File: src/tlpt_pkg.sv
// shared constants, word layout and decoders for the tlp transmit port
package tlpt_pkg;

  // ---------------------------------------------------------------
  // bus geometry
  // ---------------------------------------------------------------
  localparam int DATA_W      = 128;
  localparam int REM_W       = 2;
  localparam int BUFCNT_W    = 6;
  localparam int MAX_BUFS    = 32;
  localparam int FIFO_DEPTH  = 8;
  localparam int DW_W        = 32;

  localparam logic [2:0] DW_PER_WORD128 = 3'h4;
  localparam logic [2:0] DW_PER_WORD64  = 3'h2;

  // final-word remainder codes, 128-bit bus
  localparam logic [1:0] REM_ALL = 2'h3;
  localparam logic [1:0] REM_3DW = 2'h2;
  localparam logic [1:0] REM_2DW = 2'h1;
  localparam logic [1:0] REM_1DW = 2'h0;
  // bit 0 alone is used on a 64-bit bus
  localparam int         REM64_FULL_BIT = 0;

  // ---------------------------------------------------------------
  // header fields, first dword of the start word
  // ---------------------------------------------------------------
  localparam int DW0_LSB128   = 96;
  localparam int DW0_LSB64    = 32;
  localparam int FMT_DATA_BIT = 30;
  localparam int FMT_4DW_BIT  = 29;
  localparam int TD_BIT       = 15;
  localparam int LEN_LSB      = 0;
  localparam int LEN_W        = 10;

  localparam int DWC_W          = 11;
  localparam int LEN_ZERO_DW    = 1024;
  localparam int HDR3_DW        = 3;
  localparam int HDR4_DW        = 4;
  localparam int DIGEST_DW      = 1;
  localparam int MAX_PAYLOAD_DW = 256;

  // ---------------------------------------------------------------
  // buffered word
  // ---------------------------------------------------------------
  typedef struct packed {
    logic              abort;
    logic              poison;
    logic              digest;
    logic              stream;
    logic              sof;
    logic              eof;
    logic [REM_W-1:0]  rem;
    logic [DATA_W-1:0] data;
  } tlpt_word_s;

  localparam int WORD_W = $bits(tlpt_word_s);

  // dwords carried by the final word of a packet
  function automatic logic [2:0] dw_last(input logic             bus64,
                                         input logic [REM_W-1:0] rem);
    logic [2:0] n;
    n = 3'h1;
    if (bus64) begin
      n = rem[REM64_FULL_BIT] ? 3'h2 : 3'h1;
    end else begin
      unique case (rem)
        REM_ALL: n = 3'h4;
        REM_3DW: n = 3'h3;
        REM_2DW: n = 3'h2;
        REM_1DW: n = 3'h1;
      endcase
    end
    return n;
  endfunction

  // total dwords that the header announces, digest included
  function automatic logic [DWC_W-1:0] hdr_total(
      input logic              bus64,
      input logic [DATA_W-1:0] d);
    logic [DW_W-1:0]  dw0;
    logic [DWC_W-1:0] len;
    logic [DWC_W-1:0] tot;
    dw0 = bus64 ? d[DW0_LSB64 +: DW_W] : d[DW0_LSB128 +: DW_W];
    len = (dw0[LEN_LSB +: LEN_W] == '0) ? DWC_W'(LEN_ZERO_DW)
                                        : DWC_W'(dw0[LEN_LSB +: LEN_W]);
    tot = dw0[FMT_4DW_BIT] ? DWC_W'(HDR4_DW) : DWC_W'(HDR3_DW);
    if (dw0[FMT_DATA_BIT]) begin
      tot = tot + len;
    end
    if (dw0[TD_BIT]) begin
      tot = tot + DWC_W'(DIGEST_DW);
    end
    return tot;
  endfunction

endpackage

File: src/tlpt_if.sv
// transmit-side connection between user logic and the packet port
`timescale 1ns/10ps
interface tlpt_if;
  import tlpt_pkg::*;

  logic [DATA_W-1:0]   tx_data_bus;
  logic                tx_start_of_frame;
  logic                tx_end_of_frame;
  logic [REM_W-1:0]    tx_final_word_remainder;
  logic                tx_source_valid;
  logic                tx_sink_ready;
  logic                digest_generate_request;
  logic                tx_poison_mark;
  logic                tx_source_abort;
  logic                tx_cut_through_flag;
  logic [BUFCNT_W-1:0] free_tx_buffer_count;
  logic                tx_drop_flag;
  logic                internal_packet_request;
  logic                internal_packet_grant;

  modport dev (
    input  tx_data_bus, tx_start_of_frame, tx_end_of_frame,
    input  tx_final_word_remainder, tx_source_valid,
    input  digest_generate_request, tx_poison_mark, tx_source_abort,
    input  tx_cut_through_flag, internal_packet_grant,
    output tx_sink_ready, free_tx_buffer_count, tx_drop_flag,
    output internal_packet_request
  );

  modport usr (
    output tx_data_bus, tx_start_of_frame, tx_end_of_frame,
    output tx_final_word_remainder, tx_source_valid,
    output digest_generate_request, tx_poison_mark, tx_source_abort,
    output tx_cut_through_flag, internal_packet_grant,
    input  tx_sink_ready, free_tx_buffer_count, tx_drop_flag,
    input  internal_packet_request
  );

endinterface

File: src/tlpt_dev.sv
// packet port end: word buffer, frame checker and link-side output
//
// Notes on behaviour
// - report free buffers, six bits, at most 32
// - one buffer holds one maximum-size packet
// - raise request when internal packet is ready
// - internal packet goes out only under grant
// - user may hold grant high permanently
// - sink ready only when a word fits
// - source valid only with real data
// - word moves when valid and ready meet
// - start marker on a packet's first word
// - end marker on a packet's last word
// - digest request makes link add/recompute digest
// - digest request comes with the start word
// - poison anywhere in frame taints packet
// - drop and flag on length or gap
// - too long or header mismatch is violation
// - remainder read only on accepted end word
// - 64-bit remainder: 1 full, 0 upper half
// - 128-bit remainder selects valid upper dwords
// - source abort makes the packet dropped (code ignores an abort on the start word itself)
// - streamed packets arrive back to back
`timescale 1ns/10ps

// ---------------------------------------------------------------
// word buffer
// ---------------------------------------------------------------
module tlpt_fifo #(
  parameter int W     = 8,
  parameter int DEPTH = 8
) (
  input  wire logic                         clk_i,
  input  wire logic                         rst_i,
  input  wire logic                         in_valid_i,
  output logic                              in_ready_o,
  input  wire logic [W-1:0]                 in_data_i,
  output logic                              out_valid_o,
  input  wire logic                         out_ready_i,
  output logic [W-1:0]                      out_data_o,
  output logic [$clog2(DEPTH+1)-1:0]        count_o
);
  localparam int AW = $clog2(DEPTH);
  localparam int CW = $clog2(DEPTH+1);
  localparam logic [AW-1:0] LAST = AW'(DEPTH - 1);
  localparam logic [CW-1:0] FULL = CW'(DEPTH);

  typedef struct packed {
    logic [DEPTH-1:0][W-1:0] mem;
    logic [AW-1:0]           wp;
    logic [AW-1:0]           rp;
    logic [CW-1:0]           cnt;
  } tlpt_fifo_s;

  tlpt_fifo_s s;
  tlpt_fifo_s next_s;
  logic       push;
  logic       pop;

  assign in_ready_o  = (s.cnt != FULL);
  assign out_valid_o = (s.cnt != '0);
  assign out_data_o  = s.mem[s.rp];
  assign count_o     = s.cnt;

  always_comb begin
    next_s = s;
    push   = in_valid_i && in_ready_o;
    pop    = out_valid_o && out_ready_i;
    if (push) begin
      next_s.mem[s.wp] = in_data_i;
      next_s.wp        = (s.wp == LAST) ? '0 : s.wp + 1'b1;
    end
    if (pop) begin
      next_s.rp = (s.rp == LAST) ? '0 : s.rp + 1'b1;
    end
    next_s.cnt = s.cnt + CW'(push) - CW'(pop);
  end

  always_ff @(posedge clk_i) begin
    if (rst_i) begin
      s <= '0;
    end else begin
      s <= next_s;
    end
  end
endmodule

// ---------------------------------------------------------------
// packet port end
// ---------------------------------------------------------------
module tlpt_dev #(
  parameter int NUM_BUFS       = tlpt_pkg::MAX_BUFS,
  parameter int MAX_PAYLOAD_DW = tlpt_pkg::MAX_PAYLOAD_DW,
  parameter int DEPTH          = tlpt_pkg::FIFO_DEPTH,
  parameter bit BUS64          = 1'b0
) (
  input  wire logic                          clk_i,
  input  wire logic                          rst_i,
  tlpt_if.dev                                bus,
  input  wire logic                          int_pkt_pending_i,
  input  wire logic [tlpt_pkg::DATA_W-1:0]   int_pkt_data_i,
  output logic                               int_pkt_taken_o,
  input  wire logic                          link_ready_i,
  output logic                               link_valid_o,
  output tlpt_pkg::tlpt_word_s               link_word_o
);
  import tlpt_pkg::*;

  localparam int CW = $clog2(DEPTH+1);
  localparam logic [DWC_W-1:0] MAX_TOTAL =
    DWC_W'(MAX_PAYLOAD_DW + HDR4_DW + DIGEST_DW);
  localparam logic [BUFCNT_W-1:0] BUFS =
    (NUM_BUFS > MAX_BUFS) ? BUFCNT_W'(MAX_BUFS) : BUFCNT_W'(NUM_BUFS);
  localparam logic [2:0] PER_WORD = BUS64 ? DW_PER_WORD64 : DW_PER_WORD128;

  typedef struct packed {
    logic                ready;
    logic                inject;
    logic                req;
    logic                taken;
    logic                drop;
    logic                fr;
    logic                sk;
    logic                st;
    logic                po;
    logic [DWC_W-1:0]    dwc;
    logic [DWC_W-1:0]    expd;
    logic [BUFCNT_W-1:0] free;
    logic [BUFCNT_W-1:0] q;
    logic                lk_valid;
    tlpt_word_s          lk;
  } tlpt_dev_s;

  tlpt_dev_s        s;
  tlpt_dev_s        next_s;
  tlpt_word_s       w;
  tlpt_word_s       f_out;
  logic             wr;
  logic             f_in_ready;
  logic             f_out_valid;
  logic             f_out_ready;
  logic [CW-1:0]    f_count;
  logic [CW:0]      cnt_next;
  logic             room;
  logic             xfer;
  logic             sof;
  logic             eof;
  logic             viol;
  logic             po_acc;
  logic [DWC_W-1:0] cnt;
  logic [DWC_W-1:0] expv;

  tlpt_fifo #(
    .W     (WORD_W),
    .DEPTH (DEPTH)
  ) tlpt_fifo_i (
    .clk_i       (clk_i),
    .rst_i       (rst_i),
    .in_valid_i  (wr),
    .in_ready_o  (f_in_ready),
    .in_data_i   (w),
    .out_valid_o (f_out_valid),
    .out_ready_i (f_out_ready),
    .out_data_o  (f_out),
    .count_o     (f_count)
  );

  assign bus.tx_sink_ready           = s.ready;
  assign bus.free_tx_buffer_count    = s.free;
  assign bus.tx_drop_flag            = s.drop;
  assign bus.internal_packet_request = s.req;
  assign int_pkt_taken_o             = s.taken;
  assign link_valid_o                = s.lk_valid;
  assign link_word_o                 = s.lk;
  assign f_out_ready                 = !s.lk_valid || link_ready_i;

  always_comb begin
    next_s = s;
    w      = '0;
    wr     = 1'b0;
    viol   = 1'b0;
    cnt    = '0;
    expv   = '0;
    po_acc = 1'b0;
    sof    = bus.tx_start_of_frame;
    eof    = bus.tx_end_of_frame;
    xfer   = bus.tx_source_valid && s.ready;
    next_s.drop  = 1'b0;
    next_s.taken = s.inject;
    next_s.po    = s.po | (s.fr & bus.tx_poison_mark);

    if (s.inject) begin
      // sink ready is held low this cycle, so no user word collides
      wr       = 1'b1;
      w.data   = int_pkt_data_i;
      w.sof    = 1'b1;
      w.eof    = 1'b1;
      w.rem    = REM_ALL;
    end else if ((s.fr || s.sk) && bus.tx_source_abort && s.ready) begin
      // terminator marks the buffered part for the link to discard
      wr        = s.fr;
      w.data    = bus.tx_data_bus;
      w.eof     = 1'b1;
      w.abort   = 1'b1;
      next_s.fr = 1'b0;
      next_s.sk = 1'b0;
      next_s.po = 1'b0;
    end else if (xfer && (sof || s.fr)) begin
      cnt  = (sof ? '0 : s.dwc)
           + (eof ? DWC_W'(dw_last(BUS64,
                      bus.tx_final_word_remainder))
                  : DWC_W'(PER_WORD));
      expv = sof ? hdr_total(BUS64, bus.tx_data_bus) : s.expd;
      viol = (cnt > MAX_TOTAL) || (eof && (cnt != expv));
      po_acc = (sof ? 1'b0 : s.po) | bus.tx_poison_mark;
      wr       = 1'b1;
      w.data   = bus.tx_data_bus;
      w.sof    = sof;
      w.eof    = eof | viol;
      w.abort  = viol;
      w.poison = po_acc & (eof | viol);
      w.digest = sof & bus.digest_generate_request;
      w.stream = sof ? bus.tx_cut_through_flag : s.st;
      w.rem    = eof ? bus.tx_final_word_remainder : '0;
      next_s.fr   = !(eof || viol);
      next_s.sk   = viol && !eof;
      next_s.drop = viol;
      next_s.dwc  = cnt;
      next_s.expd = expv;
      next_s.st   = sof ? bus.tx_cut_through_flag : s.st;
      next_s.po   = next_s.fr ? po_acc : 1'b0;
    end else if (xfer && s.sk) begin
      // rest of a dropped packet is swallowed up to its end word
      next_s.sk = !eof;
    end else if (s.fr && s.st && s.ready && !bus.tx_source_valid) begin
      // a streamed packet may already be on the link: cut it off
      wr          = 1'b1;
      w.eof       = 1'b1;
      w.abort     = 1'b1;
      next_s.fr   = 1'b0;
      next_s.sk   = 1'b1;
      next_s.drop = 1'b1;
      next_s.po   = 1'b0;
    end

    // one buffer per queued packet, released when its end leaves
    next_s.q = s.q + BUFCNT_W'(wr && w.eof)
             - BUFCNT_W'(s.lk_valid && link_ready_i && s.lk.eof);
    next_s.free = BUFS - next_s.q;

    if (f_out_ready) begin
      next_s.lk_valid = f_out_valid;
      if (f_out_valid) begin
        next_s.lk = f_out;
      end
    end

    // exact next fill level, so ready never promises a lost word
    cnt_next = (CW+1)'(f_count) + (CW+1)'(wr)
             - (CW+1)'(f_out_valid && f_out_ready);
    room = (cnt_next < (CW+1)'(DEPTH)) && f_in_ready;

    next_s.inject = s.req && bus.internal_packet_grant
                  && !next_s.fr && !next_s.sk && !s.inject && room;
    next_s.req    = int_pkt_pending_i
                  && !next_s.inject && !s.inject;
    next_s.ready  = room && !next_s.inject
                  && (next_s.fr || next_s.sk || (next_s.free != '0));
  end

  always_ff @(posedge clk_i) begin
    if (rst_i) begin
      s      <= '0;
      s.free <= BUFS;
    end else begin
      s <= next_s;
    end
  end
endmodule

File: src/flat_wrapper.sv
// flat-port wrapper written by rule: the top's interface ports become plain ports
module tlpt_dev_flat import tlpt_pkg::*;
#(
  parameter int NUM_BUFS       = tlpt_pkg::MAX_BUFS,
  parameter int MAX_PAYLOAD_DW = tlpt_pkg::MAX_PAYLOAD_DW,
  parameter int DEPTH          = tlpt_pkg::FIFO_DEPTH,
  parameter bit BUS64          = 1'b0
)
  (clk_i, rst_i, int_pkt_pending_i, int_pkt_data_i, int_pkt_taken_o, link_ready_i, link_valid_o, link_word_o, bus_tx_data_bus, bus_tx_start_of_frame, bus_tx_end_of_frame, bus_tx_final_word_remainder, bus_tx_source_valid, bus_digest_generate_request, bus_tx_poison_mark, bus_tx_source_abort, bus_tx_cut_through_flag, bus_internal_packet_grant, bus_tx_sink_ready, bus_free_tx_buffer_count, bus_tx_drop_flag, bus_internal_packet_request);
  tlpt_if bus_i ();
  input  wire logic clk_i;
  input  wire logic rst_i;
  input  wire logic int_pkt_pending_i;
  input  wire logic [tlpt_pkg::DATA_W-1:0] int_pkt_data_i;
  output logic int_pkt_taken_o;
  input  wire logic link_ready_i;
  output logic link_valid_o;
  output tlpt_pkg::tlpt_word_s link_word_o;
  input wire logic [$bits(bus_i.tx_data_bus)-1:0] bus_tx_data_bus;
  input wire logic [$bits(bus_i.tx_start_of_frame)-1:0] bus_tx_start_of_frame;
  input wire logic [$bits(bus_i.tx_end_of_frame)-1:0] bus_tx_end_of_frame;
  input wire logic [$bits(bus_i.tx_final_word_remainder)-1:0] bus_tx_final_word_remainder;
  input wire logic [$bits(bus_i.tx_source_valid)-1:0] bus_tx_source_valid;
  input wire logic [$bits(bus_i.digest_generate_request)-1:0] bus_digest_generate_request;
  input wire logic [$bits(bus_i.tx_poison_mark)-1:0] bus_tx_poison_mark;
  input wire logic [$bits(bus_i.tx_source_abort)-1:0] bus_tx_source_abort;
  input wire logic [$bits(bus_i.tx_cut_through_flag)-1:0] bus_tx_cut_through_flag;
  input wire logic [$bits(bus_i.internal_packet_grant)-1:0] bus_internal_packet_grant;
  output wire logic [$bits(bus_i.tx_sink_ready)-1:0] bus_tx_sink_ready;
  output wire logic [$bits(bus_i.free_tx_buffer_count)-1:0] bus_free_tx_buffer_count;
  output wire logic [$bits(bus_i.tx_drop_flag)-1:0] bus_tx_drop_flag;
  output wire logic [$bits(bus_i.internal_packet_request)-1:0] bus_internal_packet_request;
  assign bus_i.tx_data_bus = bus_tx_data_bus;
  assign bus_i.tx_start_of_frame = bus_tx_start_of_frame;
  assign bus_i.tx_end_of_frame = bus_tx_end_of_frame;
  assign bus_i.tx_final_word_remainder = bus_tx_final_word_remainder;
  assign bus_i.tx_source_valid = bus_tx_source_valid;
  assign bus_i.digest_generate_request = bus_digest_generate_request;
  assign bus_i.tx_poison_mark = bus_tx_poison_mark;
  assign bus_i.tx_source_abort = bus_tx_source_abort;
  assign bus_i.tx_cut_through_flag = bus_tx_cut_through_flag;
  assign bus_i.internal_packet_grant = bus_internal_packet_grant;
  assign bus_tx_sink_ready = bus_i.tx_sink_ready;
  assign bus_free_tx_buffer_count = bus_i.free_tx_buffer_count;
  assign bus_tx_drop_flag = bus_i.tx_drop_flag;
  assign bus_internal_packet_request = bus_i.internal_packet_request;
  tlpt_dev #(.NUM_BUFS(NUM_BUFS), .MAX_PAYLOAD_DW(MAX_PAYLOAD_DW), .DEPTH(DEPTH), .BUS64(BUS64)) u_core (.clk_i(clk_i), .rst_i(rst_i), .bus(bus_i), .int_pkt_pending_i(int_pkt_pending_i), .int_pkt_data_i(int_pkt_data_i), .int_pkt_taken_o(int_pkt_taken_o), .link_ready_i(link_ready_i), .link_valid_o(link_valid_o), .link_word_o(link_word_o));
endmodule
File: config.mk
export PLATFORM = sky130hd
export DESIGN_NAME = tlpt_dev_flat
export DESIGN_NICKNAME = d
export VERILOG_FILES = /design/src/tlpt_pkg.sv /design/src/tlpt_if.sv /design/src/tlpt_dev.sv /design/src/flat_wrapper.sv
export SDC_FILE = /design/constraint.sdc
export NUM_CORES = 2
export LEC_CHECK = 0
export BUFFER_PORTS_ARGS = -buffer_cell sky130_fd_sc_hd__buf_2
export CAP_MARGIN = 20
export CORE_UTILIZATION = 53
export CTS_CLUSTER_DIAMETER = 80
export DETAILED_ROUTE_END_ITERATION = 8
export PLACE_DENSITY = 0.86
export SLEW_MARGIN = 20
export SYNTH_ARGS = -nofsm -noshare
export SYNTH_HDL_FRONTEND = slang
export SYNTH_SLANG_ARGS = --single-unit
File: constraint.sdc
create_clock -name clk_i -period 6.2 [get_ports clk_i]
set_clock_uncertainty 0.15 [all_clocks]
set_input_delay 0.93 -clock clk_i [delete_from_list [all_inputs] [get_ports clk_i]]
set_output_delay 0.93 -clock clk_i [all_outputs]
set_load 0.01 [all_outputs]
==> flow_metrics.env <==
export IMPL_viasPerCell=6.11
export IMPL_fin_crit_ns=5.20
export IMPL_syn_area_um2=54100
export IMPL_io_pins=417
export IMPL_whs_ns=0.276
export IMPL_grt_pass1_wl_mm=215
export IMPL_yosysWarningCount=0
export IMPL_fmaxAchievable_mhz=192
export IMPL_antenna_found_initial=1
export IMPL_grt_max_degree=191
export IMPL_r2r_start="u_core.s[160]$_SDFFE_PP0P_"
export IMPL_synth_xor_area_share_pct=0.750
export IMPL_max_slew_margin_rel_pct=16.5
export IMPL_drt_pass1_iterations=5
export IMPL_final_cell_mix="1,273 x dfxtp_1, 1,268 x nor2_1, 1,203 x a211oi_1"
export IMPL_layout_commonest_cell="dfxtp_1"
export IMPL_antenna_left=0
export IMPL_core_area_um2=101000
export IMPL_async_flop_share_pct=0
export IMPL_crit_arrival_ns=5.67
export IMPL_slowest_stage="nor3_4"
export IMPL_drive_gt1_share_pct=18.6
export IMPL_hold_violations=0
export IMPL_cts_buffer_depth=3
export IMPL_r2r_slack_ns=1.06
export IMPL_synth_top_family_by_area="compound AO/OA/AOI/OAI gates"
export IMPL_track_usage_pct=25.6
export IMPL_ys_seq_area_share_pct=47.3
export IMPL_fin_setup_tns_ns=0
export IMPL_clk_pin_slew_ns=0.06
export IMPL_seqCellArea_um2=25600
export IMPL_hold_path_startpoint="int_pkt_pending_i"
export IMPL_p_total_uw=22000
export IMPL_routedWlPerCell_um=19.8
export IMPL_ys_flop_type="dfxtp_1"
export IMPL_multi_input_area_um2=25300
export IMPL_rsz0062_at_grt="no"
export IMPL_postCtsSetupBuffers=0
export IMPL_hold_path_class="input pin to register"
export IMPL_die_x_um=321
export IMPL_path_class="input pin to register"
export IMPL_avgSynthCellArea_um2=9.97
export IMPL_ys_types=70
export IMPL_required_ns=6.67
export IMPL_ctsHtreeMaxLevel=4
export IMPL_start_util_pct=53.8
export IMPL_critical_path_max_stage_delay_ns=0.41
export IMPL_cts_tree="built"
export IMPL_die_h_um=321
export IMPL_synth_area_mux_share_pct=14.1
export IMPL_area_growth_pct=11.5
export IMPL_io_buffers=416
export IMPL_r2r_cells=22
export IMPL_nNetsFinal=5673
export IMPL_post_dp_hpwl_mm=80.0
export IMPL_synthesis_nets=5724
export IMPL_drc=0
export IMPL_wirelength_mm=135
export IMPL_worstHoldPathCells=3
export IMPL_netlist_area_leader_share_pct=47.3
export IMPL_synth_fa_ha_area_share_pct=0.796
export IMPL_max_vdd_ir_drop_mv=0.293
export IMPL_cts_num_sinks=1277
export IMPL_clock_latency_ns=0.74
export IMPL_synth_area_leaders="dfxtp_1 47%, a211oi_1 17%, mux4_2 11%"
export IMPL_gp_congestion=0.879
export IMPL_synth_compound_area_share_pct=20.2
export IMPL_cp_end_kind="register"
export IMPL_finalSetupViolations=0
export IMPL_clockRootBuffer="clkbuf_16"
export IMPL_period_share_pct=83.9
export IMPL_worstMarginPinSlew_ns=1.25
export IMPL_synth_edf_count=0
export IMPL_power_leakage_uw=0.0193
export IMPL_drv_slew=0
export IMPL_fp_row_count=116
export IMPL_fillers=7785
export IMPL_p_per_area_nw_per_um2=364
export IMPL_synth_simple_gate_area_share_pct=10.8
export IMPL_dr_total_vias=41800
export IMPL_cts_inserted_buffers=131
export IMPL_grt_pass1_vias=40500
export IMPL_hold_path_endpoint="u_core.bus.internal_packet_request$_SDFF_PP0_"
export IMPL_post_synth_top_area_cell="dfxtp_1"
export IMPL_crit_chain="buf_2 -> buf_4 -> nor2b_1 -> ha_1 -> a21oi_1 -> o32a_1 -> nor4bb_1 -> a311oi_1 -> nor3_2 -> nor2_1 -> nor3_4 -> nor2_1 -> ha_1 -> inv_1 -> fa_1 -> inv_1 -> a21oi_1 -> o21bai_1 -> xnor2_1 -> and3_1 -> mux2i_1 -> o21ai_0 -> a21boi_0"
export IMPL_cts_hold_buf=0
export IMPL_netlist_instances=5422
export IMPL_cap_violations=0
export IMPL_first_iter_violations=4274
export IMPL_status="finished clean"
export IMPL_path_max_fanout=29
export IMPL_start_kind="input pin"
export IMPL_crit_reg2reg_capture="u_core.bus.tx_sink_ready$_SDFF_PP0_"
export IMPL_grt_overflow_total=0
export IMPL_die_area_um2=103000
export IMPL_cts_resized=0
export IMPL_synth_seq_cells=1277
-- registers in the layout, indices dropped and copies added (netlist names) --
signal,count
u_core.link_word_o,136
u_core.int_pkt_taken_o,1
u_core.bus.internal_packet_request,1
u_core.next_s,1
u_core.bus.tx_drop_flag,1
u_core.s,32
u_core.bus.tx_sink_ready,1
u_core.link_valid_o,1
u_core.tlpt_fifo_i.s,1094
u_core.tlpt_fifo_i.count_o,4
u_core.bus.free_tx_buffer_count,5
-- synth_stat cells, types with 11 or more instances --
master,instances
buf_4,143
buf_1,44
nor3_1,14
nor2_1,1274
a22oi_1,132
mux2i_1,146
nor2b_1,11
clkbuf_1,398
a21oi_1,56
nand2b_1,11
nand2_1,74
ha_1,28
inv_1,30
mux4_2,272
nand3_1,15
xor2_1,17
o21ai_0,22
xnor2_1,24
dfxtp_1,1277
a211oi_1,1203
buf_2,94
-- per-stage QoR --
stage | instances | utilization, % | setup WS, ns | instance area, µm²
after floorplan | 5422 | - | 0.0325 | 54100
after global placement | 6594 | 55.4 | 0.423 | 55800
after detailed placement | 6594 | 55.4 | 0.346 | 55800
after CTS | 6830 | 59.9 | 1.14 | 60300
after global routing | 6831 | 59.9 | 0.501 | 60300
final | 6832 | 59.9 | 1.00 | 60300
-- cell families (layout without fill, tap and decap cells) --
logic type      Yosys count  count (layout)
compound gates         1471            1471
fa+ha+maj                32              32
other cells               0               1
flops                  1277            1277
simple gates           1468            1468
xor+xnor                 43              43
buf+inv                 712             764
mux                     419             419
-- critical path, delay by kind of cell --
family / cells / cell delay [ns]
fa+ha+maj: 3 / 0.79
buf+inv: 4 / 0.65
xor+xnor: 1 / 0.31
simple gates: 7 / 1.63
mux: 1 / 0.09
compound gates: 7 / 1.27
-- area by class of cell --
class / instances / area share (%)
clock inverters: 52 / 1.09
repair buffers: 496 / 5.15
diodes: 1 / 0.00415
well taps: 1357 / 2.82
multi-input cells: 3433 / 41.9
clock buffers: 184 / 6.37
inverters: 32 / 0.212
flip-flops and latches: 1277 / 42.4
-- metal layers --
layer  wire [µm]  up-vias  global-route usage [%]
met5          13        -                       0
met4        3920        2                    9.50
met3        8770      253                    4.18
met2       66600     1625                    43.0
met1       56200    20100                    33.1
li1            -    19800                       -
-- power breakdown --
part | total (µW) | leakage, µW | internal, µW | switching (µW)
combinational | 4550 | 0.00675 | 1820 | 2730
sequential | 9270 | 0.0103 | 8750 | 522
clock | 8140 | 0.00223 | 4840 | 3300
-- worst max-delay path by stage --
stage / startpoint / depth (start not counted) / end
6_report: bus_tx_start_of_frame / 23 / u_core.bus.tx_sink_ready$_SDFF_PP0_
5_1_grt: bus_tx_start_of_frame / 23 / u_core.bus.tx_sink_ready$_SDFF_PP0_
4_1_cts: u_core.s[160]$_SDFFE_PP0P_ / 22 / u_core.bus.tx_sink_ready$_SDFF_PP0_
3_5_place_dp: bus_tx_start_of_frame / 23 / u_core.bus.tx_sink_ready$_SDFF_PP0_
3_3_place_gp: bus_tx_start_of_frame / 23 / u_core.bus.tx_sink_ready$_SDFF_PP0_
2_1_floorplan: bus_tx_start_of_frame / 26 / u_core.bus.tx_sink_ready$_SDFF_PP0_
No activity file was read; power rests on OpenSTA's default activity.
